===== src/hw/atm_pkg.sv =====
// Package for the angular timer measurement register slice
package atm_pkg;

  // ****************************************************************
  // Register byte offsets on the APB bus
  // ****************************************************************
  localparam logic [7:0] ATM_OFS_DIV_HI   = 8'h00;
  localparam logic [7:0] ATM_OFS_DIV_LO   = 8'h04;
  localparam logic [7:0] ATM_OFS_MISS_HI  = 8'h08;
  localparam logic [7:0] ATM_OFS_MISS_LO  = 8'h0C;
  localparam logic [7:0] ATM_OFS_IVL_HI   = 8'h10;
  localparam logic [7:0] ATM_OFS_IVL_LO   = 8'h14;
  localparam logic [7:0] ATM_OFS_PHS_HI   = 8'h18;
  localparam logic [7:0] ATM_OFS_PHS_LO   = 8'h1C;
  localparam logic [7:0] ATM_OFS_IRQ_EN   = 8'h20;
  localparam logic [7:0] ATM_OFS_CTRL     = 8'h24;
  localparam logic [7:0] ATM_OFS_STATUS   = 8'h28;

  // ****************************************************************
  // Field positions and reset values
  // ****************************************************************
  localparam int         ATM_BIT_PHS      = 2;
  localparam int         ATM_BIT_MISS     = 1;
  localparam int         ATM_BIT_IVL      = 0;
  localparam int         ATM_BIT_ENABLE   = 0;
  localparam int         ATM_BIT_ADAPT    = 1;
  localparam int         ATM_BIT_VALID    = 3;
  localparam logic [2:0] ATM_IRQ_EN_RST   = 3'h0;
  localparam logic [1:0] ATM_CTRL_RST     = 2'h0;
  localparam logic [1:0] ATM_VALID_EDGES  = 2'h2;

  // ****************************************************************
  // Types
  // ****************************************************************
  typedef struct packed {
    logic        psel;
    logic        penable;
    logic        pwrite;
    logic [7:0]  paddr;
    logic [31:0] pwdata;
  } atm_apb_req_t;

  typedef enum logic [1:0] {
    ATM_IDLE = 2'b01,
    ATM_ACK  = 2'b10
  } atm_bus_state_t;

endpackage : atm_pkg


===== src/hw/atm_top.sv =====
// Angular timer measurement registers, interval and phase logic
`timescale 1ns/1ps

module atm_top
#(
  parameter int IVL_W = 15,
  parameter int DIV_W = 10
) (
  // Clock and reset
  input  wire logic               core_clk_i,
  input  wire logic               reset_i,
  // APB slave
  input  wire atm_pkg::atm_apb_req_t apb_req_i,
  output logic                    pready_o,
  output logic [31:0]             prdata_o,
  output logic                    pslverr_o,
  // Rotation pulse input
  input  wire logic               pulse_i,
  // Timer outputs
  output logic                    phase_clk_o,
  output logic                    absent_edge_o,
  output logic [2:0]              irq_o
);
  import atm_pkg::*;

  // ****************************************************************
  // Declarations
  // ****************************************************************
  atm_bus_state_t     bus_q;
  logic [DIV_W-1:0]   divisor_q;
  logic [15:0]        delay_q;
  logic [IVL_W-1:0]   count_q;
  logic [IVL_W-1:0]   interval_q;
  logic               roll_run_q;
  logic               rollover_q;
  logic [DIV_W-1:0]   phase_q;
  logic [IVL_W:0]     acc_q;
  logic [1:0]         edges_q;
  logic               pulse_q;
  logic               missed_q;
  logic [2:0]         irq_en_q;
  logic [2:0]         flags_q;
  logic [1:0]         ctrl_q;
  logic               access;
  logic               wr_en;
  logic               div_wr;
  logic               edge_seen;
  logic               valid;
  logic               phase_tick;
  logic               miss_hit;
  logic [IVL_W:0]     acc_sum;
  logic [15:0]        diff;
  logic [IVL_W+1:0]   adapt_lim;
  logic [2:0]         events;
  logic [31:0]        rdata;
  logic               mapped;

  // Byte write helper: low byte of the bus word
  function automatic logic [7:0] wbyte(input logic [31:0] d);
    return d[7:0];
  endfunction : wbyte

  // ****************************************************************
  // APB slave: one wait state, answer in the access phase
  // ****************************************************************

  // Access phase sampled with ready means the transfer completes
  assign access = apb_req_i.psel & apb_req_i.penable;
  assign wr_en  = access & pready_o & apb_req_i.pwrite;
  assign div_wr = wr_en & ((apb_req_i.paddr == ATM_OFS_DIV_HI) |
                           (apb_req_i.paddr == ATM_OFS_DIV_LO));

  // Handshake sequencer
  always_ff @(posedge core_clk_i) begin
    if (reset_i) begin
      bus_q     <= ATM_IDLE;
      pready_o  <= 1'b0;
      prdata_o  <= 32'h0000_0000;
      pslverr_o <= 1'b0;
    end else begin
      case (bus_q)
        ATM_IDLE: begin
          if (access) begin
            bus_q     <= ATM_ACK;
            pready_o  <= 1'b1;
            prdata_o  <= apb_req_i.pwrite ? 32'h0000_0000 : rdata;
            pslverr_o <= ~mapped;
          end
        end
        ATM_ACK: begin
          bus_q     <= ATM_IDLE;
          pready_o  <= 1'b0;
          pslverr_o <= 1'b0;
        end
        default: begin
          bus_q    <= ATM_IDLE;
          pready_o <= 1'b0;
        end
      endcase
    end
  end

  // Read mux; unused upper bits are zero
  always_comb begin
    rdata  = 32'h0000_0000;
    mapped = 1'b1;
    case (apb_req_i.paddr)
      ATM_OFS_DIV_HI:  rdata[1:0] = divisor_q[9:8];
      ATM_OFS_DIV_LO:  rdata[7:0] = divisor_q[7:0];
      ATM_OFS_MISS_HI: rdata[7:0] = delay_q[15:8];
      ATM_OFS_MISS_LO: rdata[7:0] = delay_q[7:0];
      ATM_OFS_IVL_HI:  rdata[7:0] = {rollover_q, interval_q[14:8]};
      ATM_OFS_IVL_LO:  rdata[7:0] = interval_q[7:0];
      ATM_OFS_PHS_HI:  rdata[1:0] = phase_q[9:8];
      ATM_OFS_PHS_LO:  rdata[7:0] = phase_q[7:0];
      ATM_OFS_IRQ_EN:  rdata[2:0] = irq_en_q;
      ATM_OFS_CTRL:    rdata[1:0] = ctrl_q;
      ATM_OFS_STATUS:  rdata[3:0] = {valid, flags_q};
      default:         mapped = 1'b0;
    endcase
  end

  // ****************************************************************
  // Software-written settings
  // ****************************************************************

  // Divisor and delay carry no reset so they survive soft resets
  always_ff @(posedge core_clk_i) begin
    if (wr_en) begin
      case (apb_req_i.paddr)
        ATM_OFS_DIV_HI:  divisor_q[9:8] <= apb_req_i.pwdata[1:0];
        ATM_OFS_DIV_LO:  divisor_q[7:0] <= wbyte(apb_req_i.pwdata);
        ATM_OFS_MISS_HI: delay_q[15:8]  <= wbyte(apb_req_i.pwdata);
        ATM_OFS_MISS_LO: delay_q[7:0]   <= wbyte(apb_req_i.pwdata);
        default: ;
      endcase
    end
  end

  // Interrupt enables and control, cleared at every reset
  always_ff @(posedge core_clk_i) begin
    if (reset_i) begin
      irq_en_q <= ATM_IRQ_EN_RST;
      ctrl_q   <= ATM_CTRL_RST;
    end else if (wr_en && apb_req_i.paddr == ATM_OFS_IRQ_EN) begin
      irq_en_q <= apb_req_i.pwdata[2:0];
    end else if (wr_en && apb_req_i.paddr == ATM_OFS_CTRL) begin
      ctrl_q   <= apb_req_i.pwdata[1:0];
    end
  end

  // ****************************************************************
  // Interval measurement
  // ****************************************************************

  // Rising edge of the pulse input while the timer runs
  assign edge_seen = ctrl_q[ATM_BIT_ENABLE] & pulse_i & ~pulse_q;

  // Interval counter, latch and rollover tracking
  always_ff @(posedge core_clk_i) begin
    if (reset_i) begin
      pulse_q    <= 1'b0;
      count_q    <= '0;
      interval_q <= '0;
      roll_run_q <= 1'b0;
      rollover_q <= 1'b0;
    end else begin
      pulse_q <= pulse_i;
      if (edge_seen) begin
        interval_q <= count_q;
        rollover_q <= roll_run_q;
        count_q    <= '0;
        roll_run_q <= 1'b0;
      end else if (ctrl_q[ATM_BIT_ENABLE]) begin
        count_q <= count_q + 1'b1;
        if (&count_q) begin
          roll_run_q <= 1'b1;
        end
      end
    end
  end

  // Valid once two edges passed since reset or a divisor write
  always_ff @(posedge core_clk_i) begin
    if (reset_i || div_wr) begin
      edges_q <= 2'h0;
    end else if (edge_seen && edges_q != ATM_VALID_EDGES) begin
      edges_q <= edges_q + 2'h1;
    end
  end
  assign valid = (edges_q == ATM_VALID_EDGES);

  // ****************************************************************
  // Phase counter: divisor+1 steps spread over one interval
  // ****************************************************************

  // Accumulator avoids a divider at the cost of step jitter
  assign acc_sum    = acc_q + {{(IVL_W+1-DIV_W){1'b0}}, divisor_q} +
                      {{IVL_W{1'b0}}, 1'b1};
  assign phase_tick = ctrl_q[ATM_BIT_ENABLE] & ~edge_seen &
                      (acc_sum >= {1'b0, interval_q}) & (|interval_q);

  always_ff @(posedge core_clk_i) begin
    if (reset_i || edge_seen) begin
      acc_q   <= '0;
      phase_q <= '0;
    end else if (phase_tick) begin
      acc_q   <= acc_sum - {1'b0, interval_q};
      phase_q <= phase_q + 1'b1;
    end else if (ctrl_q[ATM_BIT_ENABLE]) begin
      acc_q   <= acc_sum;
    end
  end

  // ****************************************************************
  // Missing pulse detection
  // ****************************************************************

  // Signed distance of the running count past the last interval
  assign diff      = 16'({1'b0, count_q}) - 16'({1'b0, interval_q});
  assign adapt_lim = {2'b00, interval_q} + {3'b000, interval_q[IVL_W-1:1]};
  assign miss_hit  = ctrl_q[ATM_BIT_ENABLE] & ~edge_seen & ~missed_q &
                     (ctrl_q[ATM_BIT_ADAPT]
                      ? ({2'b00, count_q} == adapt_lim)
                      : (diff == delay_q));

  // One detection per interval, rearmed by the next edge
  always_ff @(posedge core_clk_i) begin
    if (reset_i || edge_seen) begin
      missed_q <= 1'b0;
    end else if (miss_hit) begin
      missed_q <= 1'b1;
    end
  end

  // ****************************************************************
  // Event flags, interrupt requests and outputs
  // ****************************************************************

  assign events = {phase_tick & valid, miss_hit & valid, edge_seen};

  // Sticky flags; a write of zero clears, a new event wins
  always_ff @(posedge core_clk_i) begin
    if (reset_i) begin
      flags_q <= 3'h0;
    end else if (wr_en && apb_req_i.paddr == ATM_OFS_STATUS) begin
      flags_q <= (flags_q & apb_req_i.pwdata[2:0]) | events;
    end else begin
      flags_q <= flags_q | events;
    end
  end

  // Phase and absent-edge outputs held off until the measurement is valid again
  always_ff @(posedge core_clk_i) begin
    if (reset_i) begin
      irq_o         <= 3'h0;
      phase_clk_o   <= 1'b0;
      absent_edge_o <= 1'b0;
    end else begin
      irq_o         <= flags_q & irq_en_q;
      phase_clk_o   <= phase_tick & valid & ~div_wr;
      absent_edge_o <= missed_q & valid & ~div_wr;
    end
  end
endmodule : atm_top


===== config.mk =====
export PLATFORM = sky130hd
export DESIGN_NAME = atm_top
export DESIGN_NICKNAME = d
export VERILOG_FILES = /design/src/hw/atm_pkg.sv /design/src/hw/atm_top.sv
export SDC_FILE = /design/constraint.sdc
export NUM_CORES = 1
export LEC_CHECK = 0
export BUFFER_PORTS_ARGS = -buffer_cell sky130_fd_sc_hd__buf_2
export CORE_MARGIN = 5
export CORE_UTILIZATION = 65
export DETAILED_ROUTE_END_ITERATION = 6
export PLACE_DENSITY = 0.87
export RECOVER_POWER = 50
export SLEW_MARGIN = 40
export SYNTH_ARGS = -nofsm -noshare
export SYNTH_HDL_FRONTEND = slang
export SYNTH_SLANG_ARGS = --single-unit

===== constraint.sdc =====
create_clock -name core_clk_i -period 6.55 [get_ports core_clk_i]
set_input_delay 0.655 -clock core_clk_i [delete_from_list [all_inputs] [get_ports core_clk_i]]
set_output_delay 0.655 -clock core_clk_i [all_outputs]
set_load 0.03 [all_outputs]

==> results of run 1 <==
==> metal layers <==
layer	vias to the layer above	global-route usage [%]
met3	92	5.146
met1	3681	40.83
met2	495	48.31
met4	0	15.22
met5	-	0
li1	3677	-
==> through the flow <==
step	util (%)	hold WS (ps)	setup slack, ps
after detailed placement	68.18	455.6	1803
final	69.98	461.3	1660
after floorplan	-	419.5	2748
after global placement	68.11	454.5	1991
after CTS	70.28	464.5	1775
after global routing	69.98	482.6	1404
==> synthesized netlist by cell type (all sizes together), types with 4 or more instances <==
cell type / number / area, sq um
a2111oi: 7 / 98.85
a211o: 4 / 35.03
a211oi: 15 / 117.6
a21o: 14 / 112.6
a21oi: 76 / 391.6
a221oi: 5 / 43.79
a22oi: 16 / 120.1
a31oi: 6 / 43.79
a41oi: 4 / 35.03
and2: 8 / 50.05
and3: 11 / 68.82
buf: 41 / 264.0
clkbuf: 27 / 101.4
dfxtp: 86 / 1722
edfxtp: 26 / 780.8
fa: 4 / 80.08
ha: 66 / 825.8
inv: 46 / 172.7
mux2: 5 / 56.30
mux2i: 18 / 180.2
nand2: 107 / 401.6
nand2b: 12 / 75.07
nand3: 27 / 135.1
nand3b: 5 / 37.54
nand4: 25 / 156.4
nor2: 98 / 375.4
nor2b: 14 / 87.58
nor3: 23 / 115.1
nor3b: 8 / 60.06
nor4: 9 / 56.30
nor4b: 4 / 35.03
o2111ai: 5 / 43.79
o21a: 11 / 82.58
o21ai: 45 / 229.0
or2: 4 / 25.02
or3: 8 / 50.05
xnor2: 58 / 515.5
xor2: 29 / 254.0
==> report_power, final <==
part           switching (mW)  internal [mW]
clock                   0.253          0.256
sequential            0.00199          0.707
combinational          0.0654         0.0223
total                   0.320          0.986
==> flip-flops by register name, summed over array words and instances (netlist names), 3 cells and up <==
name        count
count_q        15
divisor_q      10
phase_q        10
acc_q          16
irq_o           3
prdata_o        8
flags_q         3
irq_en_q        3
delay_q        16
interval_q     15
==> worst max-delay path, cell delays in order, from the launching register on <==
cell	delay, ps
edfxtp_1	440
ha_1	370
nor2b_1	160
o2111ai_1	270
nand3_1	170
a41oi_1	650
xnor2_1	140
ha_1	380
o21ai_0	130
o21ai_0	260
a21oi_1	160
a311oi_4	350
nor2_4	130
a21oi_4	590
o32ai_1	180
or3_1	370
==> logic make-up (layout without fill, tap and decap cells) <==
group	after synthesis	after routing	synth area share [%]
other	1	24	0.04414
multiplexers	24	24	3.049
XOR/XNOR	87	87	9.057
AND/OR/NAND/NOR	372	372	21.25
flip-flops	112	112	29.46
adder cells (fa/ha/maj)	70	70	10.66
AO/OA/AOI/OAI	247	247	20.15
buffers and inverters	114	105	6.333
==> worst paths after layout <==
path | slack (ps) | depth (start not counted) | end
setup / recovery | 1660 | 15 | acc_q[11]$_SDFFE_PP0P_
hold / removal | 460 | 2 | rollover_q$_SDFFE_PP0P_
setup reg to reg | 1660 | 15 | acc_q[11]$_SDFFE_PP0P_
hold reg to reg | 460 | 2 | rollover_q$_SDFFE_PP0P_
==> area by class of cell <==
class / count / area [sq um]
clock buffers: 10 / 229.0
clock inverters: 6 / 37.54
fillers: 1028 / 3819
inverters: 46 / 172.7
multi-input cells: 824 / 5552
flip-flops and latches: 112 / 2502
well taps: 172 / 215.2
repair buffers: 43 / 195.2
==> reports/metrics.csv, run 1 <==
stage,metric,value,unit
timing,Slew headroom,-55.16,%
power,Pwr per Cell Area,146.7,nW/um^2
final_layout,"commonest non-fill, non-tap cells in the layout","nand2_1 (107), nor2_1 (97), dfxtp_1 (86), a21oi_1 (75), ha_1 (66)",
floorplan,Core ar.,12720,sq um
min_path,Hold WC Path Type,reg2reg,
synth,post-synthesis cell type count,75,
critical_path,CP endpoint kind,register,
drt,DR WL met2,11.01,mm
power,total power after layout,1.306,mW
timing,Final Cycle Share,74.65,%
placement,placed cell areas,8675,sq um
final_layout,post-route insts no fill,1213,
final_layout,Area Overhead vs Synth,4.801,%
critical_path,R2R Path Start,divisor_q[2]$_DFFE_PP_,
synth,post-synthesis sequential area ratio,29.46,%
placement,placed cells,1197,
synth,Synth Flop Type,dfxtp_1,
cts,number of CTS-inserted buffers,9,
timing,RSZ-0062 raised after global routing,false,
cts,Clock Tree Buf Depth,2,
drt,met3 routed WL,2.409,mm
floorplan,# rows,41,
global_routing,antenna violations before repair,0,
global_routing,gr ovfl total,0,
drt,DRT met1 WL,9.733,mm
synth,"flops & latches, synth",112,
timing,Final Hold Viols,0,
cts,Sink Count,112,
cts,CTS tree,done,
cts,cts hold-fix bufs,0,
drt,drt first-iter violations,1020,
cts,post-CTS setup buffer count,0,
critical_path,CP startpoint kind,register,
floorplan,Die Y-Extent,124.3,um
drt,drt total wl,24.32,mm
run,total of max-cap violations,1,
cts,Root Driver,clkbuf_16,
synth,Ys Warns,0,
timing,"Setup violations, final",0,
min_path,Hold Path Origin,rollover_q$_SDFFE_PP0P_,
critical_path,CP Data Required Time,6790,ps
global_routing,pin count of the biggest net entering global routing,47,
global_routing,GR Util All Layers,30.71,%
synth,synthesized instance count,1027,
drt,DRC errors left,0,
global_routing,vias in the first global route,7518,
final_layout,final instance area,8904,sq um
critical_path,critical path class,reg2reg,
timing,worst slew pin tran,2327,ps
floorplan,die area,15460,sq um
drt,top sig layer,met4,
cts,cts repair resizes,0,
final_layout,Final #Nets,1152,
floorplan,starting density of the core,66.78,%
critical_path,Worst Setup SP,divisor_q[2]$_DFFE_PP_,
global_routing,wire length of the first global-routing pass,38.86,mm
outcome,status,finished with violations,
placement,gpl congestion,1.033,
power,Leak,3.347,nW
synth,Avg Inst Size Synth,8.272,sq um
cts,H-tree depth,3,
drt,Antenna Nets Post-Route,0,
timing,Final Critical Period,4890,ps
timing,Slew Limit Fails,47,
drt,vias after detailed routing,7945,
final_layout,Antenna diodes,0,
floorplan,die width,124.3,um
critical_path,CP Max Fanout,16,
cts,"Clk pin slew, worst setup/hold paths",70,ps
final_layout,fraction of layout cells with a size suffix above 1,5.860,%
timing,clock skew,10.27,ps
timing,Max Fclk,204.5,MHz
synth,"Cell Area, Synth",8496,sq um
drt,drt first pass iters,6,
drt,average via count per standard cell,6.550,
outcome,failing checks,"capacitance limit, slew limit",
floorplan,io pins,85,
placement,dpl hpwl,18.42,mm
timing,setup TNS,0,ps
synth,post-synthesis async set-or-reset flop share,0,%
critical_path,CP arrival,5130,ps
synth,Post-synth EDFFs,26,
placement,I/O Buffers,36,
drt,Routed WL per cell,20.05,um
power,Worst VDD drop,0.1638,mV
cts,insertion delay to the later sink of the worst-skew pair,350,ps
final_layout,"commonest non-fill, non-tap cell in the layout",nand2_1,
Power figures use the tool's default switching activity.
==> run 2, diff against run 1 <==
- CORE_UTILIZATION: 65 -> 55
- PLACE_DENSITY: 0.87 -> 0.78
- clock period: 6.55 -> 4.3 ns (I/O delays scaled with it)
==> run 2 against run 1 <==
Net effect: the flow still finishes with violations (capacitance limit, slew limit); critical path depth up 2; combinational power up 58%; global-route usage shrank 5.0 points; clock skew fell by 4.4 ps; die area up 17%; critical endpoint is now phase_q[5]$_SDFFE_PP0N_.
==> reports/metrics.csv, run 2 (same netlist as run 1, synthesis figures left out) <==
stage,metric,value,unit,change
outcome,status,finished with violations,,
outcome,failing checks,"capacitance limit, slew limit",,
timing,Final Hold Viols,0,,unchanged
power,Worst VDD drop,0.2631,mV,+61%
global_routing,pin count of the biggest net entering global routing,36,,-23%
drt,DRC errors left,0,,unchanged
drt,Routed WL per cell,19.28,um,-3.8%
final_layout,final instance area,9070,sq um,+1.9%
global_routing,gr ovfl total,0,,unchanged
cts,CTS tree,done,,
timing,Final Cycle Share,96.31,%,+22 points
critical_path,CP endpoint,phase_q[5]$_SDFFE_PP0N_,,
critical_path,R2R Path Start,divisor_q[9]$_DFFE_PP_,,
floorplan,# rows,45,,+9.8%
timing,worst slew pin tran,1725,ps,-602.8 ps
critical_path,CP Max Fanout,8,,-8
critical_path,"critical path, cell by cell","ha_2, and3_1, a221oi_1, buf_4, nand2_1, and2_1, xnor2_1, ha_1, o21ai_0, o21ai_1, nand2_1, a311oi_4, nor2_4, buf_4, a2111oi_2, xnor2_1, nor2_1",,
final_layout,biggest registers after layout,"acc_q x16, delay_q x16",,
critical_path,CP Depth,17,,+2
power,sequential share of power,54.0,%,-0.3 points
final_layout,Final #Nets,1164,,+1.0%
cts,H-tree depth,3,,unchanged
critical_path,CP endpoint kind,register,,
timing,Slew Limit Fails,35,,-26%
timing,clock skew,5.891,ps,-4.378 ps
min_path,Hold WC Path Type,in2reg,,
drt,average via count per standard cell,6.276,,-4.2%
power,internal power,1.507,mW,+53%
floorplan,die width,134.3,um,+8.0%
cts,Clock Tree Buf Depth,2,,unchanged
cts,insertion delay to the later sink of the worst-skew pair,350,ps,about the same
critical_path,CP startpoint kind,register,,
cts,cts hold-fix bufs,0,,unchanged
final_layout,Antenna diodes,0,,unchanged
power,Leak,3.407,nW,+1.8%
critical_path,Worst Setup SP,divisor_q[9]$_DFFE_PP_,,
global_routing,antenna violations before repair,0,,unchanged
final_layout,Fillers,1368,,+33%
critical_path,Buf/Inv on CP,2,,+2
critical_path,"Max stage delay cell, worst path",edfxtp_1,,
critical_path,r2r setup slk,160,ps,-1500 ps
timing,Slew headroom,-14.97,%,+40 points
floorplan,starting density of the core,55.88,%,-11 points
drt,drt first-iter violations,763,,-25%
critical_path,"Largest stage delay, worst path",440,ps,-210 ps
floorplan,io pins,85,,unchanged
drt,drt total wl,23.93,mm,-1.6%
final_layout,Layout Utilization,59.66,%,-10 points
critical_path,worst r2r path cells,17,,+2
timing,"Setup violations, final",0,,unchanged
placement,gpl congestion,0.9641,,-6.7%
global_routing,vias in the first global route,6896,,-8.3%
power,Clk pwr share,39.0,%,about the same
power,Pwr per Cell Area,220.5,nW/um^2,+50%
critical_path,family with the most delay on the worst path,compound AO/OA/AOI/OAI gates,,
placement,I/O Buffers,36,,unchanged
floorplan,die area,18030,sq um,+17%
cts,Root Driver,clkbuf_16,,
critical_path,CP arrival,4380,ps,-750 ps
critical_path,CP Data Required Time,4540,ps,-2250 ps
final_layout,"commonest non-fill, non-tap cell in the layout",nand2_1,,
critical_path,r2r endpoint,phase_q[5]$_SDFFE_PP0N_,,
power,switch share,24.63,%,+0.13 points
drt,drt first pass iters,5,,-1
final_layout,"commonest non-fill, non-tap cells in the layout","nand2_1 (107), nor2_1 (97), dfxtp_1 (86), a21oi_1 (74), ha_1 (62)",,
floorplan,Core ar.,15200,sq um,+19%
drt,vias after detailed routing,7788,,-2.0%
cts,Sink Count,112,,unchanged
critical_path,critical path class,reg2reg,,
timing,RSZ-0062 raised after global routing,true,,
cts,number of CTS-inserted buffers,9,,unchanged
final_layout,fraction of layout cells with a size suffix above 1,7.407,%,+1.5 points
timing,Max Fclk,241.5,MHz,+18%
cts,"Clk pin slew, worst setup/hold paths",70,ps,about the same
final_layout,Area Overhead vs Synth,6.760,%,
run,total of max-cap violations,1,,unchanged
placement,placed cell areas,8770,sq um,+1.1%
timing,Final Critical Period,4141,ps,-748.5 ps
placement,dpl hpwl,18.62,mm,+1.1%
power,Net Sw Power,0.4926,mW,+54%
drt,Antenna Nets Post-Route,0,,unchanged
global_routing,wire length of the first global-routing pass,37.00,mm,-4.8%
power,Comb power frac,7.0,%,+0.3 points
floorplan,Die Y-Extent,134.3,um,+8.0%
power,total power after layout,2.000,mW,+53%
global_routing,GR Util All Layers,25.75,%,-5.0 points
[run 2: repair_timing]
| action | CTS | global route |
|---|---|---|
| setup buffers | 0 | 3 |
| gates resized for setup | 0 | 10 |
| endpoints found under the setup margin | 0 | 27 |
[run 2: worst min path at each step]
stage / start / end / slack (ps) / cells past startpoint
after floorplan: irq_en_q[1]$_SDFFE_PP0P_ / irq_o[1]$_SDFF_PP0_ / 420 / 2
after global routing: pulse_i / pulse_q$_SDFF_PP0_ / 310 / 2
after global placement: irq_en_q[0]$_SDFFE_PP0P_ / irq_o[0]$_SDFF_PP0_ / 450 / 2
final: pulse_i / pulse_q$_SDFF_PP0_ / 300 / 2
after CTS: apb_req_i[3] / divisor_q[3]$_DFFE_PP_ / 290 / 1
after detailed placement: irq_en_q[0]$_SDFFE_PP0P_ / irq_o[0]$_SDFF_PP0_ / 440 / 2
[run 2: power groups by stage]
stage                     Sequential (mW)  Combinational (mW)  Clock (mW)
after floorplan                      1.11               0.111           0
after global placement               1.10               0.133           0
after detailed placement             1.10               0.135           0
after CTS                            1.08               0.136       0.790
after global routing                 1.08               0.148       0.830
final                                1.08               0.139       0.780
[run 2: layer usage]
metal  GRT usage [%]  up-vias  wire, um
li1                -     3708         -
met2           40.70      395     10900
met4           11.43        0       944
met1           34.80     3618     10190
met3           4.164       67      1895
met5               0        -         0
[run 2: area by class of cell]
cell class | instances | area, sq um | area share (%)
clock buffer | 11 | 232.7 | 2.566
inverter | 46 | 172.7 | 1.904
sequential | 112 | 2502 | 27.59
clock inverter | 5 | 32.53 | 0.3587
tap | 188 | 235.2 | 2.593
timing repair buffer | 55 | 294.0 | 3.242
multi-input combinational | 824 | 5600 | 61.75
[run 2: metrics by stage]
step                worst slack, ps  setup TNS [ps]  hold slack (ps)  std cells
floorplan                     498.2               0            419.5       1050
global placement              95.22               0            449.9       1222
detailed placement            57.16               0            439.3       1222
CTS                           30.33               0            293.5       1238
global route                 -34.40          -107.4            307.6       1241
finish                        158.8               0            297.3       1241
==> run 3, diff against run 2 <==
- CORE_UTILIZATION: 55 -> 24
- PLACE_DENSITY: 0.78 -> default
==> run 3 against run 2 <==
Net effect: the flow now finishes without violations; register-to-register slack better by 80 ps; non-clock buffer count is 2 lower; maximum frequency is 2.1% higher; design area is 4.8% higher; worst setup slack better by 85 ps; combinational power hardly changed; count of clock-buffer cells in the layout is 2 lower; cell count is 22% higher; critical path depth is 1 higher; routed wire length is 4.0% higher; clock skew is 6.0 ps higher; largest power group unchanged; highest routed layer unchanged.
==> reports/metrics.csv, run 3 (same netlist as run 1, synthesis figures left out) <==
stage,metric,value,unit,change
power,internal power,1.539,mW,+2.1%
cts,CTS tree,done,,
timing,Min Hold Slack,284.3,ps,-12.97 ps
drt,drt total wl,24.88,mm,+4.0%
final_layout,Area Overhead vs Synth,11.93,%,
cts,"Clk pin slew, worst setup/hold paths",90,ps,+20 ps
floorplan,die area,39260,sq um,+120%
floorplan,Die Y-Extent,198.1,um,+48%
drt,Routed WL per cell,16.46,um,-15%
critical_path,critical path class,reg2reg,,
timing,Final Hold Viols,0,,unchanged
floorplan,io pins,85,,unchanged
timing,Final Cycle Share,94.33,%,-2.0 points
cts,Clock Tree Buf Depth,2,,unchanged
cts,H-tree depth,3,,unchanged
cts,number of CTS-inserted buffers,9,,unchanged
timing,Max Fclk,246.5,MHz,+2.1%
final_layout,fraction of layout cells with a size suffix above 1,7.422,%,+0.014 points
placement,gpl congestion,0.9325,,-3.3%
global_routing,wire length of the first global-routing pass,38.83,mm,+5.0%
floorplan,Core ar.,35220,sq um,+130%
min_path,hold depth,2,,unchanged
final_layout,Final #Nets,1162,,-0.17%
final_layout,Fillers,3834,,+180%
power,sequential share of power,51.1,%,-2.9 points
timing,setup TNS,0,ps,unchanged
timing,worst slew pin tran,1327,ps,-397.7 ps
critical_path,CP Max Fanout,8,,unchanged
global_routing,vias in the first global route,6941,,+0.65%
power,switch share,27.24,%,+2.6 points
critical_path,worst r2r path cells,18,,+1
floorplan,die width,198.1,um,+48%
timing,Slew headroom,11.55,%,+27 points
floorplan,# rows,69,,+53%
cts,insertion delay to the later sink of the worst-skew pair,370,ps,+20 ps
global_routing,antenna violations before repair,0,,unchanged
critical_path,CP startpoint kind,register,,
critical_path,CP Data Required Time,4540,ps,about the same
timing,Slew Limit Fails,0,,-100%
global_routing,GR Util All Layers,12.40,%,-13 points
drt,DRC errors left,0,,unchanged
critical_path,CP arrival,4290,ps,-90 ps
timing,Final Critical Period,4056,ps,-84.81 ps
power,Worst VDD drop,0.2395,mV,-9.0%
cts,Root Driver,clkbuf_16,,
placement,dpl hpwl,19.68,mm,+5.7%
run,total of max-cap violations,0,,-1
final_layout,"commonest non-fill, non-tap cells in the layout","nand2_1 (107), nor2_1 (96), dfxtp_1 (86), a21oi_1 (75), ha_1 (62)",,
power,Clk pwr share,42.5,%,+3.5 points
global_routing,gr ovfl total,0,,unchanged
floorplan,starting density of the core,24.12,%,-32 points
global_routing,pin count of the biggest net entering global routing,35,,-2.8%
drt,vias after detailed routing,7485,,-3.9%
power,Net Sw Power,0.5760,mW,+17%
final_layout,biggest registers after layout,"acc_q x16, delay_q x16",,
drt,Antenna Nets Post-Route,0,,unchanged
drt,average via count per standard cell,4.950,,-21%
timing,RSZ-0062 raised after global routing,false,,
drt,drt first pass iters,5,,unchanged
timing,"Setup violations, final",0,,unchanged
power,Pwr per Cell Area,222.4,nW/um^2,+0.89%
critical_path,CP endpoint kind,register,,
cts,Sink Count,112,,unchanged
final_layout,"commonest non-fill, non-tap cell in the layout",nand2_1,,
critical_path,r2r setup slk,240,ps,+80 ps
placement,I/O Buffers,36,,unchanged
drt,drt first-iter violations,596,,-22%
min_path,Hold WC Path Type,in2reg,,
final_layout,Antenna diodes,0,,unchanged
outcome,status,completed,,
cts,cts hold-fix bufs,0,,unchanged
power,Comb power frac,6.4,%,-0.6 points
timing,clock skew,11.87,ps,+5.977 ps
power,Leak,3.425,nW,+0.52%
-- run 3: final timing paths --
path | to | from
setup / recovery | phase_q[5]$_SDFFE_PP0N_ | divisor_q[1]$_DFFE_PP_
hold / removal | pulse_q$_SDFF_PP0_ | pulse_i
setup reg to reg | phase_q[5]$_SDFFE_PP0N_ | divisor_q[1]$_DFFE_PP_
hold reg to reg | irq_o[2]$_SDFF_PP0_ | irq_en_q[2]$_SDFFE_PP0P_
-- run 3: timing repair --
item,in CTS,in global routing
gates resized for setup,0,12
endpoints found under the setup margin,0,18
endpoints found under the hold margin,0,0
setup buffers,0,3
-- run 3: critical path, stage by stage, from the launching register on --
cell and delay [ps]:
edfxtp_1 430, ha_1 300, nor2b_1 140, o31a_1 310, nor2_1 140, o21bai_1 100
a21o_1 200, a21oi_1 230, xnor2_2 140, ha_4 320, and4_1 220, and3_1 170
a21oi_1 70, a311oi_4 270, nor2_4 80, buf_4 200, a2111oi_2 400, xnor2_1 160
nor2_1 50
-- run 3: through the flow --
stage | power [mW] | std cells | instance area (sq um) | util (%) | setup slack [ps]
CTS | 2.131 | 1509 | 9415 | 26.73 | 28.89
global placement | 1.238 | 1493 | 9091 | 25.81 | 69.22
finish | 2.115 | 1512 | 9509 | 27.00 | 243.6
global route | 2.188 | 1512 | 9509 | 27.00 | 22.46
floorplan | 1.218 | 1050 | 8582 | - | 498.2
detailed placement | 1.240 | 1493 | 9099 | 25.83 | 48.24
-- run 3: power groups by stage --
stage	Combinational, mW	Clock [mW]	Sequential (mW)
after floorplan	0.111	0	1.11
after global placement	0.133	0	1.10
after detailed placement	0.135	0	1.10
after CTS	0.135	0.916	1.08
after global routing	0.147	0.960	1.08
final	0.136	0.899	1.08
-- run 3: layout make-up --
class,instances,area (sq um),share of cell area [%]
multi-input combinational,824,5664,59.57
sequential,112,2502,26.32
tap,461,576.8,6.066
timing repair buffer,53,276.5,2.908
clock buffer,9,225.2,2.368
inverter,46,172.7,1.816
clock inverter,7,91.34,0.9605
-- run 3: routing by layer --
metal,track usage (%),wire [um]
met1,18.01,11730
met2,19.22,11190
met3,2.042,1477
met4,3.009,488
met5,0,0
